===== src/rtl/fbs_pkg.sv =====
/*
 * Shared constants and types of the flash block-erase host controller.
 * Assumes a 40 MHz core clock and a byte-wide flash on the far side.
 */
package fbs_pkg;
	// Clock period and pin timing, in ns
	localparam int CLK_PERIOD_NS = 25;
	localparam int T_WE_NS       = 50;   // Write strobe width
	localparam int T_ACC_NS      = 100;  // Read access time
	localparam int T_GAP_NS      = 50;   // Deselect time between cycles
	// Cycle counts: least times round up
	localparam int WE_CYC  = (T_WE_NS + CLK_PERIOD_NS - 1) / CLK_PERIOD_NS;
	localparam int ACC_CYC = (T_ACC_NS + CLK_PERIOD_NS - 1) / CLK_PERIOD_NS;
	localparam int GAP_CYC = (T_GAP_NS + CLK_PERIOD_NS - 1) / CLK_PERIOD_NS;
	localparam int ADDR_W  = 21;         // 16 Mbit byte-wide span
	// Flash command bytes
	localparam logic [7:0] CMD_ERASE_SETUP   = 8'h20;
	localparam logic [7:0] CMD_ERASE_CONFIRM = 8'hD0;
	localparam logic [7:0] CMD_READ_ARRAY    = 8'hFF;
	// Flash status byte bit positions
	localparam int ST_ENGINE_READY = 7;
	localparam int ST_ERASE_FAIL   = 5;
	localparam int ST_PROG_FAIL    = 4;
	localparam int ST_VOLT_LOW     = 3;
	localparam int ST_LOCKED       = 1;
	localparam logic [7:0] ST_ERR_MASK = 8'h3A;
	// Register offsets (byte addresses)
	localparam logic [7:0] OFF_CTRL     = 8'h00;
	localparam logic [7:0] OFF_ADDR     = 8'h04;
	localparam logic [7:0] OFF_DATA     = 8'h08;
	localparam logic [7:0] OFF_DEV_STAT = 8'h0C;
	localparam logic [7:0] OFF_IRQ_STAT = 8'h10;
	localparam logic [7:0] OFF_IRQ_CLR  = 8'h14;
	localparam logic [7:0] OFF_IRQ_EN   = 8'h18;
	localparam logic [7:0] OFF_ERR_ACC  = 8'h1C;
	// Control fields
	localparam int CTRL_CHECK_EACH = 3;
	localparam logic [2:0] OP_ERASE      = 3'h1;
	localparam logic [2:0] OP_READ_ARRAY = 3'h2;
	localparam logic [2:0] OP_RAW_WRITE  = 3'h3;
	localparam logic [2:0] OP_READ       = 3'h4;
	localparam logic [2:0] OP_READ_STAT  = 3'h5;
	// Interrupt event bits
	localparam int IRQ_DONE    = 0;
	localparam int IRQ_ERROR   = 1;
	localparam int IRQ_REFUSED = 2;
	localparam int IRQ_W       = 3;
	// Reset values and bus response codes
	localparam logic [7:0] DEV_STAT_RST = 8'h80;
	localparam logic [1:0] RESP_OKAY    = 2'h0;
	localparam logic [1:0] RESP_SLVERR  = 2'h2;

	// Sequencer and pin engine states
	typedef enum logic [2:0] {
		SEQ_IDLE, SEQ_SETUP, SEQ_CONFIRM, SEQ_POLL, SEQ_CMD_WR, SEQ_RD
	} fbs_seq_state_type;
	typedef enum logic [1:0] {
		CYC_IDLE, CYC_ACT, CYC_HOLD, CYC_GAP
	} fbs_cyc_state_type;
endpackage : fbs_pkg


===== src/rtl/fbs_cyc_if.sv =====
/*
 * Request and answer bundle between sequencer and flash pin engine.
 * Assumes req is a one-cycle pulse and payload stays until done.
 */
`timescale 1ns/100ps
interface fbs_cyc_if;
	logic                      req;    // One-cycle start pulse
	logic                      wr;     // 1 write, 0 read
	logic [fbs_pkg::ADDR_W-1:0] addr;  // Flash byte address
	logic [7:0]                wdata;  // Byte to write
	logic [7:0]                rdata;  // Byte read back
	logic                      done;   // One-cycle end pulse
	modport seq (output req, wr, addr, wdata, input rdata, done);
	modport eng (input req, wr, addr, wdata, output rdata, done);
endinterface : fbs_cyc_if


===== src/rtl/fbs_cycle.sv =====
/*
 * Flash pin engine: runs one asynchronous write or read bus cycle.
 * Assumes the flash pins are sampled synchronously to core_clk.
 */
`timescale 1ns/100ps
module fbs_cycle (
	input  wire logic                       core_clk,
	input  wire logic                       reset,
	fbs_cyc_if.eng                          cyc,
	output logic [fbs_pkg::ADDR_W-1:0]      flash_addr,
	output logic                            flash_ce_n,
	output logic                            flash_oe_n,
	output logic                            flash_we_n,
	output logic [7:0]                      flash_dq_out,
	output logic                            flash_dq_oe,
	input  wire logic [7:0]                 flash_dq_in
);
	fbs_pkg::fbs_cyc_state_type state_reg;  // Engine phase
	logic [3:0]                 cnt_reg;    // Phase countdown
	logic                       done_reg;   // End pulse
	logic [7:0]                 rdata_reg;  // Captured read byte

	assign cyc.done  = done_reg;
	assign cyc.rdata = rdata_reg;

	// Pin sequencing; data stays driven one cycle past the strobe for hold
	always_ff @(posedge core_clk) begin
		done_reg <= 1'b0;
		if (reset) begin
			state_reg    <= fbs_pkg::CYC_IDLE;
			cnt_reg      <= 4'h0;
			flash_addr   <= '0;
			flash_ce_n   <= 1'b1;
			flash_oe_n   <= 1'b1;
			flash_we_n   <= 1'b1;
			flash_dq_out <= 8'h00;
			flash_dq_oe  <= 1'b0;
			rdata_reg    <= 8'h00;
		end else begin
			case (state_reg)
				// Take a request and assert strobes
				fbs_pkg::CYC_IDLE: if (cyc.req) begin
					flash_addr   <= cyc.addr;
					flash_dq_out <= cyc.wdata;
					flash_ce_n   <= 1'b0;
					flash_we_n   <= ~cyc.wr;
					flash_oe_n   <= cyc.wr;
					flash_dq_oe  <= cyc.wr;
					cnt_reg      <= cyc.wr ? 4'(fbs_pkg::WE_CYC - 1) : 4'(fbs_pkg::ACC_CYC - 1);
					state_reg    <= fbs_pkg::CYC_ACT;
				end
				// Strobe active
				fbs_pkg::CYC_ACT: if (cnt_reg != 4'h0) begin
					cnt_reg <= cnt_reg - 4'h1;
				end else if (!flash_we_n) begin
					flash_we_n <= 1'b1;
					state_reg  <= fbs_pkg::CYC_HOLD;
				end else begin
					rdata_reg  <= flash_dq_in;
					flash_oe_n <= 1'b1;
					flash_ce_n <= 1'b1;
					cnt_reg    <= 4'(fbs_pkg::GAP_CYC - 1);
					state_reg  <= fbs_pkg::CYC_GAP;
				end
				// Data hold after write strobe
				fbs_pkg::CYC_HOLD: begin
					flash_ce_n  <= 1'b1;
					flash_dq_oe <= 1'b0;
					cnt_reg     <= 4'(fbs_pkg::GAP_CYC - 1);
					state_reg   <= fbs_pkg::CYC_GAP;
				end
				// Deselected gap so the next read sees fresh status
				fbs_pkg::CYC_GAP: if (cnt_reg != 4'h0) begin
					cnt_reg <= cnt_reg - 4'h1;
				end else begin
					done_reg  <= 1'b1;
					state_reg <= fbs_pkg::CYC_IDLE;
				end
				default: state_reg <= fbs_pkg::CYC_IDLE;
			endcase
		end
	end
endmodule : fbs_cycle


===== src/rtl/fbs_ctrl.sv =====
/*
 * Host-side flash block-erase controller with AXI4-Lite registers.
 * Assumes one byte-wide flash on the pins and a single core clock.
 */
// Implementation choices: the placing of the registers and the AXI4-Lite register port.
`timescale 1ns/100ps
module fbs_ctrl (
	input  wire logic                  core_clk,
	input  wire logic                  reset,
	input  wire logic [7:0]            s_axi_awaddr,
	input  wire logic                  s_axi_awvalid,
	output logic                       s_axi_awready,
	input  wire logic [31:0]           s_axi_wdata,
	input  wire logic [3:0]            s_axi_wstrb,
	input  wire logic                  s_axi_wvalid,
	output logic                       s_axi_wready,
	output logic [1:0]                 s_axi_bresp,
	output logic                       s_axi_bvalid,
	input  wire logic                  s_axi_bready,
	input  wire logic [7:0]            s_axi_araddr,
	input  wire logic                  s_axi_arvalid,
	output logic                       s_axi_arready,
	output logic [31:0]                s_axi_rdata,
	output logic [1:0]                 s_axi_rresp,
	output logic                       s_axi_rvalid,
	input  wire logic                  s_axi_rready,
	output logic                       irq,
	output logic [fbs_pkg::ADDR_W-1:0] flash_addr,
	output logic                       flash_ce_n,
	output logic                       flash_oe_n,
	output logic                       flash_we_n,
	output logic [7:0]                 flash_dq_out,
	output logic                       flash_dq_oe,
	input  wire logic [7:0]            flash_dq_in
);
	// Bus slave state
	logic [7:0]                 awaddr_reg;    // Held write address
	logic                       aw_held_reg;   // Write address taken
	logic [31:0]                wdata_reg;     // Held write data
	logic [3:0]                 wstrb_reg;     // Held byte enables
	logic                       w_held_reg;    // Write data taken
	logic                       bvalid_reg;    // Write answer pending
	logic [1:0]                 bresp_reg;     // Write answer code
	logic                       rvalid_reg;    // Read answer pending
	logic [31:0]                rdata_reg;     // Read answer data
	logic [1:0]                 rresp_reg;     // Read answer code
	logic                       wr_fire;       // Write applied this cycle
	logic [31:0]                wmask;         // Byte lanes as bit mask
	logic                       wr_map;        // Write hits a writable register
	// Software-visible registers and the event strobes that set them
	logic [fbs_pkg::ADDR_W-1:0] addr_reg;      // Target flash address
	logic [7:0]                 data_reg;      // Raw write / read result
	logic                       check_each_reg;// Check flags per erase
	logic [7:0]                 dev_stat_reg;  // Last status byte seen
	logic [7:0]                 err_acc_reg;   // Accumulated error flags
	logic [fbs_pkg::IRQ_W-1:0]  irq_stat_reg;  // Sticky events
	logic [fbs_pkg::IRQ_W-1:0]  irq_en_reg;    // Event enables
	logic [fbs_pkg::IRQ_W-1:0]  irq_set;       // Events this cycle
	logic [7:0]                 err_acc_set;   // Flags to accumulate
	// Sequencer state
	fbs_pkg::fbs_seq_state_type seq_reg;       // Operation step
	logic [2:0]                 op_reg;        // Operation in progress
	logic                       issued_reg;    // Cycle under way
	logic                       start;         // Software start strobe
	logic [2:0]                 start_op;      // Requested operation
	logic                       flags_block;   // Retry must wait
	logic                       req_reg;       // Cycle request pulse
	logic                       cwr_reg;       // Cycle direction
	logic [7:0]                 cwdata_reg;    // Cycle write byte

	fbs_cyc_if cyc ();

	assign cyc.req   = req_reg;
	assign cyc.wr    = cwr_reg;
	assign cyc.addr  = addr_reg;
	assign cyc.wdata = cwdata_reg;

	// Handshake outputs
	assign s_axi_awready = !aw_held_reg && !bvalid_reg;
	assign s_axi_wready  = !w_held_reg && !bvalid_reg;
	assign s_axi_bvalid  = bvalid_reg;
	assign s_axi_bresp   = bresp_reg;
	assign s_axi_arready = !rvalid_reg;
	assign s_axi_rvalid  = rvalid_reg;
	assign s_axi_rdata   = rdata_reg;
	assign s_axi_rresp   = rresp_reg;

	// A write is applied once both halves have arrived
	assign wr_fire = aw_held_reg && w_held_reg && !bvalid_reg;
	assign wmask   = {{8{wstrb_reg[3]}}, {8{wstrb_reg[2]}}, {8{wstrb_reg[1]}}, {8{wstrb_reg[0]}}};
	assign wr_map  = awaddr_reg[7:5] == 3'h0 && awaddr_reg[1:0] == 2'h0 &&
		awaddr_reg != fbs_pkg::OFF_DEV_STAT && awaddr_reg != fbs_pkg::OFF_IRQ_STAT;
	assign start    = wr_fire && awaddr_reg == fbs_pkg::OFF_CTRL && wstrb_reg[0];
	assign start_op = wdata_reg[2:0];

	// stale locked or voltage flags hold off erase
	assign flags_block = dev_stat_reg[fbs_pkg::ST_LOCKED] | dev_stat_reg[fbs_pkg::ST_VOLT_LOW];

	// Write channel capture and answer
	always_ff @(posedge core_clk) begin
		if (reset) begin
			aw_held_reg <= 1'b0;
			w_held_reg  <= 1'b0;
			awaddr_reg  <= 8'h00;
			wdata_reg   <= 32'h00000000;
			wstrb_reg   <= 4'h0;
			bvalid_reg  <= 1'b0;
			bresp_reg   <= fbs_pkg::RESP_OKAY;
		end else begin
			if (s_axi_awvalid && s_axi_awready) begin
				awaddr_reg  <= s_axi_awaddr;
				aw_held_reg <= 1'b1;
			end
			if (s_axi_wvalid && s_axi_wready) begin
				wdata_reg  <= s_axi_wdata;
				wstrb_reg  <= s_axi_wstrb;
				w_held_reg <= 1'b1;
			end
			if (wr_fire) begin
				aw_held_reg <= 1'b0;
				w_held_reg  <= 1'b0;
				bvalid_reg  <= 1'b1;
				bresp_reg   <= wr_map ? fbs_pkg::RESP_OKAY : fbs_pkg::RESP_SLVERR;
			end else if (bvalid_reg && s_axi_bready) begin
				bvalid_reg <= 1'b0;
			end
		end
	end

	// Read channel; one read outstanding at a time
	always_ff @(posedge core_clk) begin
		if (reset) begin
			rvalid_reg <= 1'b0;
			rdata_reg  <= 32'h00000000;
			rresp_reg  <= fbs_pkg::RESP_OKAY;
		end else if (s_axi_arvalid && s_axi_arready) begin
			rvalid_reg <= 1'b1;
			rresp_reg  <= fbs_pkg::RESP_OKAY;
			case (s_axi_araddr)
				fbs_pkg::OFF_CTRL:     rdata_reg <= {28'h0, check_each_reg,
					2'h0, seq_reg != fbs_pkg::SEQ_IDLE};
				fbs_pkg::OFF_ADDR:     rdata_reg <= {11'h0, addr_reg};
				fbs_pkg::OFF_DATA:     rdata_reg <= {24'h0, data_reg};
				fbs_pkg::OFF_DEV_STAT: rdata_reg <= {24'h0, dev_stat_reg};
				fbs_pkg::OFF_IRQ_STAT: rdata_reg <= {29'h0, irq_stat_reg};
				fbs_pkg::OFF_IRQ_CLR:  rdata_reg <= 32'h00000000;
				fbs_pkg::OFF_IRQ_EN:   rdata_reg <= {29'h0, irq_en_reg};
				fbs_pkg::OFF_ERR_ACC:  rdata_reg <= {24'h0, err_acc_reg};
				default: begin
					// Unmapped: zero data, slave error
					rdata_reg <= 32'h00000000;
					rresp_reg <= fbs_pkg::RESP_SLVERR;
				end
			endcase
		end else if (rvalid_reg && s_axi_rready) begin
			rvalid_reg <= 1'b0;
		end
	end

	// Plain software registers
	always_ff @(posedge core_clk) begin
		if (reset) begin
			addr_reg       <= '0;
			check_each_reg <= 1'b1;
			irq_en_reg     <= '0;
		end else if (wr_fire) begin
			case (awaddr_reg)
				fbs_pkg::OFF_ADDR: addr_reg <= fbs_pkg::ADDR_W'(({11'h0, addr_reg} & ~wmask) |
					(wdata_reg & wmask));
				fbs_pkg::OFF_IRQ_EN: if (wstrb_reg[0]) irq_en_reg <= wdata_reg[fbs_pkg::IRQ_W-1:0];
				fbs_pkg::OFF_CTRL: if (wstrb_reg[0] && seq_reg == fbs_pkg::SEQ_IDLE)
					check_each_reg <= wdata_reg[fbs_pkg::CTRL_CHECK_EACH];
				default: ;
			endcase
		end
	end

	// Interrupt status: set wins over a clear in the same cycle
	always_ff @(posedge core_clk) begin
		if (reset) begin
			irq_stat_reg <= '0;
		end else if (wr_fire && awaddr_reg == fbs_pkg::OFF_IRQ_CLR && wstrb_reg[0]) begin
			irq_stat_reg <= (irq_stat_reg & ~wdata_reg[fbs_pkg::IRQ_W-1:0]) | irq_set;
		end else begin
			irq_stat_reg <= irq_stat_reg | irq_set;
		end
	end
	assign irq = |(irq_stat_reg & irq_en_reg);

	// accumulated flags for a deferred check; write 1 to clear, set wins
	always_ff @(posedge core_clk) begin
		if (reset) begin
			err_acc_reg <= 8'h00;
		end else if (wr_fire && awaddr_reg == fbs_pkg::OFF_ERR_ACC && wstrb_reg[0]) begin
			err_acc_reg <= (err_acc_reg & ~wdata_reg[7:0]) | err_acc_set;
		end else begin
			err_acc_reg <= err_acc_reg | err_acc_set;
		end
	end

	// Operation sequencer; events and flag accumulation from here
	always_ff @(posedge core_clk) begin
		req_reg     <= 1'b0;
		irq_set     <= '0;
		err_acc_set <= 8'h00;
		if (reset) begin
			seq_reg      <= fbs_pkg::SEQ_IDLE;
			op_reg       <= 3'h0;
			issued_reg   <= 1'b0;
			cwr_reg      <= 1'b0;
			cwdata_reg   <= 8'h00;
			data_reg     <= 8'h00;
			dev_stat_reg <= fbs_pkg::DEV_STAT_RST;
		end else begin
			if (wr_fire && awaddr_reg == fbs_pkg::OFF_DATA && wstrb_reg[0])
				data_reg <= wdata_reg[7:0];
			case (seq_reg)
				// Wait for a start; unknown ops are refused
				fbs_pkg::SEQ_IDLE: if (start) begin
					op_reg     <= start_op;
					issued_reg <= 1'b0;
					case (start_op)
						fbs_pkg::OP_ERASE: begin
							if (flags_block)
								irq_set[fbs_pkg::IRQ_REFUSED] <= 1'b1;
							else
								seq_reg <= fbs_pkg::SEQ_SETUP;
						end
						fbs_pkg::OP_READ_ARRAY, fbs_pkg::OP_RAW_WRITE:
							seq_reg <= fbs_pkg::SEQ_CMD_WR;
						fbs_pkg::OP_READ, fbs_pkg::OP_READ_STAT:
							seq_reg <= fbs_pkg::SEQ_RD;
						default: irq_set[fbs_pkg::IRQ_REFUSED] <= 1'b1;
					endcase
				end
				// setup byte into the target block
				fbs_pkg::SEQ_SETUP: if (!issued_reg) begin
					req_reg    <= 1'b1;
					cwr_reg    <= 1'b1;
					cwdata_reg <= fbs_pkg::CMD_ERASE_SETUP;
					issued_reg <= 1'b1;
				end else if (cyc.done) begin
					issued_reg <= 1'b0;
					seq_reg    <= fbs_pkg::SEQ_CONFIRM;
				end
				// confirm byte at the same block address
				fbs_pkg::SEQ_CONFIRM: if (!issued_reg) begin
					req_reg    <= 1'b1;
					cwdata_reg <= fbs_pkg::CMD_ERASE_CONFIRM;
					issued_reg <= 1'b1;
				end else if (cyc.done) begin
					issued_reg <= 1'b0;
					seq_reg    <= fbs_pkg::SEQ_POLL;
				end
				// poll status until the engine reports ready
				fbs_pkg::SEQ_POLL: if (!issued_reg) begin
					req_reg    <= 1'b1;
					cwr_reg    <= 1'b0;
					issued_reg <= 1'b1;
				end else if (cyc.done) begin
					issued_reg   <= 1'b0;
					dev_stat_reg <= cyc.rdata;
					if (cyc.rdata[fbs_pkg::ST_ENGINE_READY]) begin
						// flag error now or leave it to a later check
						err_acc_set <= cyc.rdata & fbs_pkg::ST_ERR_MASK;
						irq_set[fbs_pkg::IRQ_DONE]  <= 1'b1;
						irq_set[fbs_pkg::IRQ_ERROR] <= check_each_reg &&
							|(cyc.rdata & fbs_pkg::ST_ERR_MASK);
						seq_reg <= fbs_pkg::SEQ_IDLE;
					end
				end
				// read-array byte, or a raw command byte
				fbs_pkg::SEQ_CMD_WR: if (!issued_reg) begin
					req_reg    <= 1'b1;
					cwr_reg    <= 1'b1;
					cwdata_reg <= (op_reg == fbs_pkg::OP_READ_ARRAY) ?
						fbs_pkg::CMD_READ_ARRAY : data_reg;
					issued_reg <= 1'b1;
				end else if (cyc.done) begin
					issued_reg <= 1'b0;
					irq_set[fbs_pkg::IRQ_DONE] <= 1'b1;
					seq_reg <= fbs_pkg::SEQ_IDLE;
				end
				// Single read; a status read also refreshes the copy
				fbs_pkg::SEQ_RD: if (!issued_reg) begin
					req_reg    <= 1'b1;
					cwr_reg    <= 1'b0;
					issued_reg <= 1'b1;
				end else if (cyc.done) begin
					issued_reg <= 1'b0;
					data_reg   <= cyc.rdata;
					if (op_reg == fbs_pkg::OP_READ_STAT)
						dev_stat_reg <= cyc.rdata;
					irq_set[fbs_pkg::IRQ_DONE] <= 1'b1;
					seq_reg <= fbs_pkg::SEQ_IDLE;
				end
				default: seq_reg <= fbs_pkg::SEQ_IDLE;
			endcase
		end
	end

	fbs_cycle u_cycle (
		.core_clk     (core_clk),
		.reset        (reset),
		.cyc          (cyc),
		.flash_addr   (flash_addr),
		.flash_ce_n   (flash_ce_n),
		.flash_oe_n   (flash_oe_n),
		.flash_we_n   (flash_we_n),
		.flash_dq_out (flash_dq_out),
		.flash_dq_oe  (flash_dq_oe),
		.flash_dq_in  (flash_dq_in)
	);
endmodule : fbs_ctrl


===== config.mk =====
export PLATFORM = sky130hd
export DESIGN_NAME = fbs_ctrl
export DESIGN_NICKNAME = d
export VERILOG_FILES = /design/src/rtl/fbs_pkg.sv /design/src/rtl/fbs_cyc_if.sv /design/src/rtl/fbs_cycle.sv /design/src/rtl/fbs_ctrl.sv
export SDC_FILE = /design/constraint.sdc
export NUM_CORES = 1
export LEC_CHECK = 0
export BUFFER_PORTS_ARGS = -buffer_cell sky130_fd_sc_hd__buf_2
export CAP_MARGIN = 20
export CORE_MARGIN = 3
export CORE_UTILIZATION = 57
export CTS_BUF_LIST = sky130_fd_sc_hd__clkbuf_8
export CTS_CLUSTER_SIZE = 25
export DETAILED_ROUTE_END_ITERATION = 6
export PLACE_DENSITY = 0.83
export SYNTH_ARGS = -nofsm -noshare
export SYNTH_HDL_FRONTEND = slang
export SYNTH_SLANG_ARGS = --single-unit

===== constraint.sdc =====
create_clock -name core_clk -period 2.8 [get_ports core_clk]
set_clock_uncertainty 0.15 [all_clocks]
set_input_delay 0 -clock core_clk [delete_from_list [all_inputs] [get_ports core_clk]]
set_output_delay 0 -clock core_clk [all_outputs]
set_load 0.005 [all_outputs]

==> results by group <==
Run status
  • Status: completed

Power
  • Leakage: roughly 3.8 nW
  • Peak VDD IR: about 340 uV
  • PD cells: 576 nW/um2

Timing
  • Crit path setup slack, layout: about 0.29 ns
  • Highest clock rate: 0.399 GHz
  • Setup-failing EPs final: 0
  • RSZ-0062 raised after global routing: false
  • Final Hold Vio Count: 0
  • Final Max Tran Viols: 0
  • TNS Setup: 0 ns
  • Worst Tran Pin Value: 0.939 ns
  • Slew headroom: roughly 37%
  • Fin crit share: 89.5%
  • Fin crit period: 2.51 ns

Clock network
  • Setup repair bufs after CTS: 0
  • Total CTS buffers: 17
  • Worst skew pair latency: approximately 0.47 ns
  • CTS H-tree lvls: 4
  • CTS clock-pin slew for the worst setup and hold paths: approximately 0.090 ns
  • Root Buffer Master: clkbuf_8
  • CTS tree: yes
  • CTS Sinks: approximately 180
  • CTS max path bufs: 2

Min path
  • Worst hold path depth: 5
  • Worst Hold Endpoint: s_axi_rdata[2]
  • Min-Delay Path Class: input port to register
  • Min-delay src: s_axi_araddr[6]

Synth
  • Post-synthesis cell type count: 65
  • Top cell type's share of synthesized area: between 40% and 50%
  • FF+latch count, synth: approximately 180
  • Biggest area consumer among synthesized cells: dfxtp_1
  • Cells after Synth: just under 900
  • Asr flop ratio synth: 0%
  • Synth Cell Area: 7690 um2
  • Most frequent cell after synthesis: dfxtp_1
  • Average cell area after synthesis: approximately 8.6 um2
  • Sequential-to-total area share from yosys stat: ~48%
  • Top_reg_cell synth: dfxtp_1
  • Area contributors post-synth: dfxtp_1, nand2_1, a21oi_1, mux2i_1, nor2_1
  • Synthesis Warnings: 0
  • Commonest cells in the netlist: dfxtp_1, nand2_1, a21oi_1
  • Post-synth EDFFs: 0

GRT
  • Largest net degree at the start of global routing: 97
  • Gr usage total: between 20 and 30%
  • Global-route wire length before repair: roughly 33 mm
  • Initial antenna violation count: 0
  • Vias in the first global route: approximately 6700
  • Grt total ovfl: 0

Setup path
  • RR Startpoint: s_axi_bvalid
  • R2R Setup Slk: 0.29 ns
  • Worst setup path class: register to register
  • Depth of the worst register-to-register path: 6
  • CP Max Fanout: 8
  • Crit. End Element: register
  • CP Launch Type: register
  • Worst r2r dst: awaddr_reg[4]
  • Worst path required time: 3.06 ns
  • Worst Path Arrival: 2.77 ns

Finish
  • Nets@finish: about 1100
  • Register area: 3660 um2
  • Layout cells sized above 1: 18.2%
  • Multi-input logic area: 3660 um2
  • ANT cells: 0
  • Syn-to-layout area delta: 24.7%
  • Layout fillers: around 950

Floorplanning
  • IO Count: ~140
  • Die footprint: 14900 um2
  • Core Area: ~13000 um2
  • Rows: 41
  • Chip height: between 100 and 150 um
  • Die W: approximately 120 um
  • Initial core utilization: between 50% and 60%

Place
  • RD Place Congestion: 0.888
  • PortBufs: 116
  • HPWL after DPL: ~13 mm
  • Setup WS pre-CTS: about 0.56 ns

Route
  • Iter 0 DRT Violations: 654
  • Post-route antenna net violation count: 0
  • DR WL/cell: roughly 17 um
  • Drt total wl: around 21 mm
  • DRC violations left: 0
  • TritonRoute pass-1 iters: 5
  • Vias: roughly 7200
  • Vias per cell: ~5.8

Flow run
  • MaxCap Viol Count: 0
==> area by class of cell <==
type | count | area share (%)
Clock buffer | 20 | 2.87
Clock inverter | 11 | 1.53
Inverter | 25 | 0.978
Multi-Input combinational cell | 624 | 38.1
Sequential cell | 183 | 38.2
Tap cell | 172 | 2.24
Timing Repair Buffer | 215 | 16.1
==> cells by family after synthesis <==
| kind of cell | after synthesis | synth area share, % |
|---|---|---|
| DFF | 183 | 47.6 |
| xor gates and xnor gates | 1 | 0.114 |
| and+or+nand+nor | 331 | 20.9 |
| other | 1 | 0.0487 |
| buffers and inverters | 98 | 5.53 |
| adders and majority gates | 6 | 0.976 |
| AOI/OAI and AO/OA | 220 | 17.6 |
| muxes | 53 | 7.17 |
==> routing by layer <==
| metal | global-route usage (%) | share of wire [%] | up-vias |
|---|---|---|---|
| li1 | - | - | 3445 |
| met2 | 45.8 | 47 | 346 |
| met1 | 36.6 | 41 | 3386 |
| met3 | 5.99 | 8.4 | 65 |
| met4 | 12.6 | 3.3 | 0 |
| met5 | 0 | 0 | - |
==> worst max-delay path by stage <==
stage	from	to	slack, ns	cells after the start
2_1_floorplan	awaddr_reg[0]	data_reg[0]	0.68	5
3_3_place_gp	awaddr_reg[0]	register	0.67	4
3_5_place_dp	awaddr_reg[0]	register	0.56	4
4_1_cts	s_axi_araddr[7]	s_axi_rdata[0]	0.03	9
5_1_grt	u_cycle.cnt_reg[0]	u_cycle.cyc.rdata[2]	0.06	8
6_report	s_axi_bvalid	awaddr_reg[4]	0.29	6
==> report_power, final <==
group          switching (mW)  leakage [nW]  internal [mW]
sequential              0.106          1.48           2.69
combinational           0.461          2.09          0.373
clock                   0.942         0.211          0.951
total                    1.51          3.79           4.02
==> through the flow <==
step                      util (%)  total power [mW]  instance area (um2)  hold slack (ns)  cells
after floorplan                  -              3.38                 7740          -0.0140    905
after global placement        64.6              3.56                 8350           0.0791   1138
after detailed placement      64.6              3.57                 8350           0.0884   1138
after CTS                     74.2              5.50                 9600         0.000965   1251
after global routing          74.2              5.74                 9590           0.0386   1250
final                         74.2              5.53                 9590           0.0236   1250
==> cells in the final DEF (no fill, tap or decap), types with 5 or more instances in the layout <==
cell type,count
nor2b_1,6
nand2b_1,8
buf_4,18
a311oi_1,9
nor2_1,78
and2_1,8
o21ai_1,8
dlygate4sd3_1,81
ha_1,6
nor3_1,7
a21oi_1,105
o21ai_0,37
a22oi_1,20
nand4_1,10
buf_2,115
nand2_1,146
clkbuf_8,20
nand3_1,22
mux2_2,7
a211oi_2,8
dfxtp_1,183
a211oi_1,5
a22o_1,6
inv_1,24
mux2i_1,45
conb_1,13
nor4_1,5
==> worst max-delay path, stage by stage (launching register included) <==
cell           delay (ns)
dfxtp_1              0.37
nor2_1               0.22
and2_1               0.30
nand2_1              0.11
dlygate4sd3_1        0.58
a21oi_1              0.15
dlygate4sd3_1        0.57
==> timing repair <==
action / 4_1_cts / 5_1_grt
hold buffers: 82 / 0
endpoints found under the hold margin: 86 / 0
endpoints found under the setup margin: 0 / 1
resized for setup: 0 / 2
(Power assumes the default switching activity.)
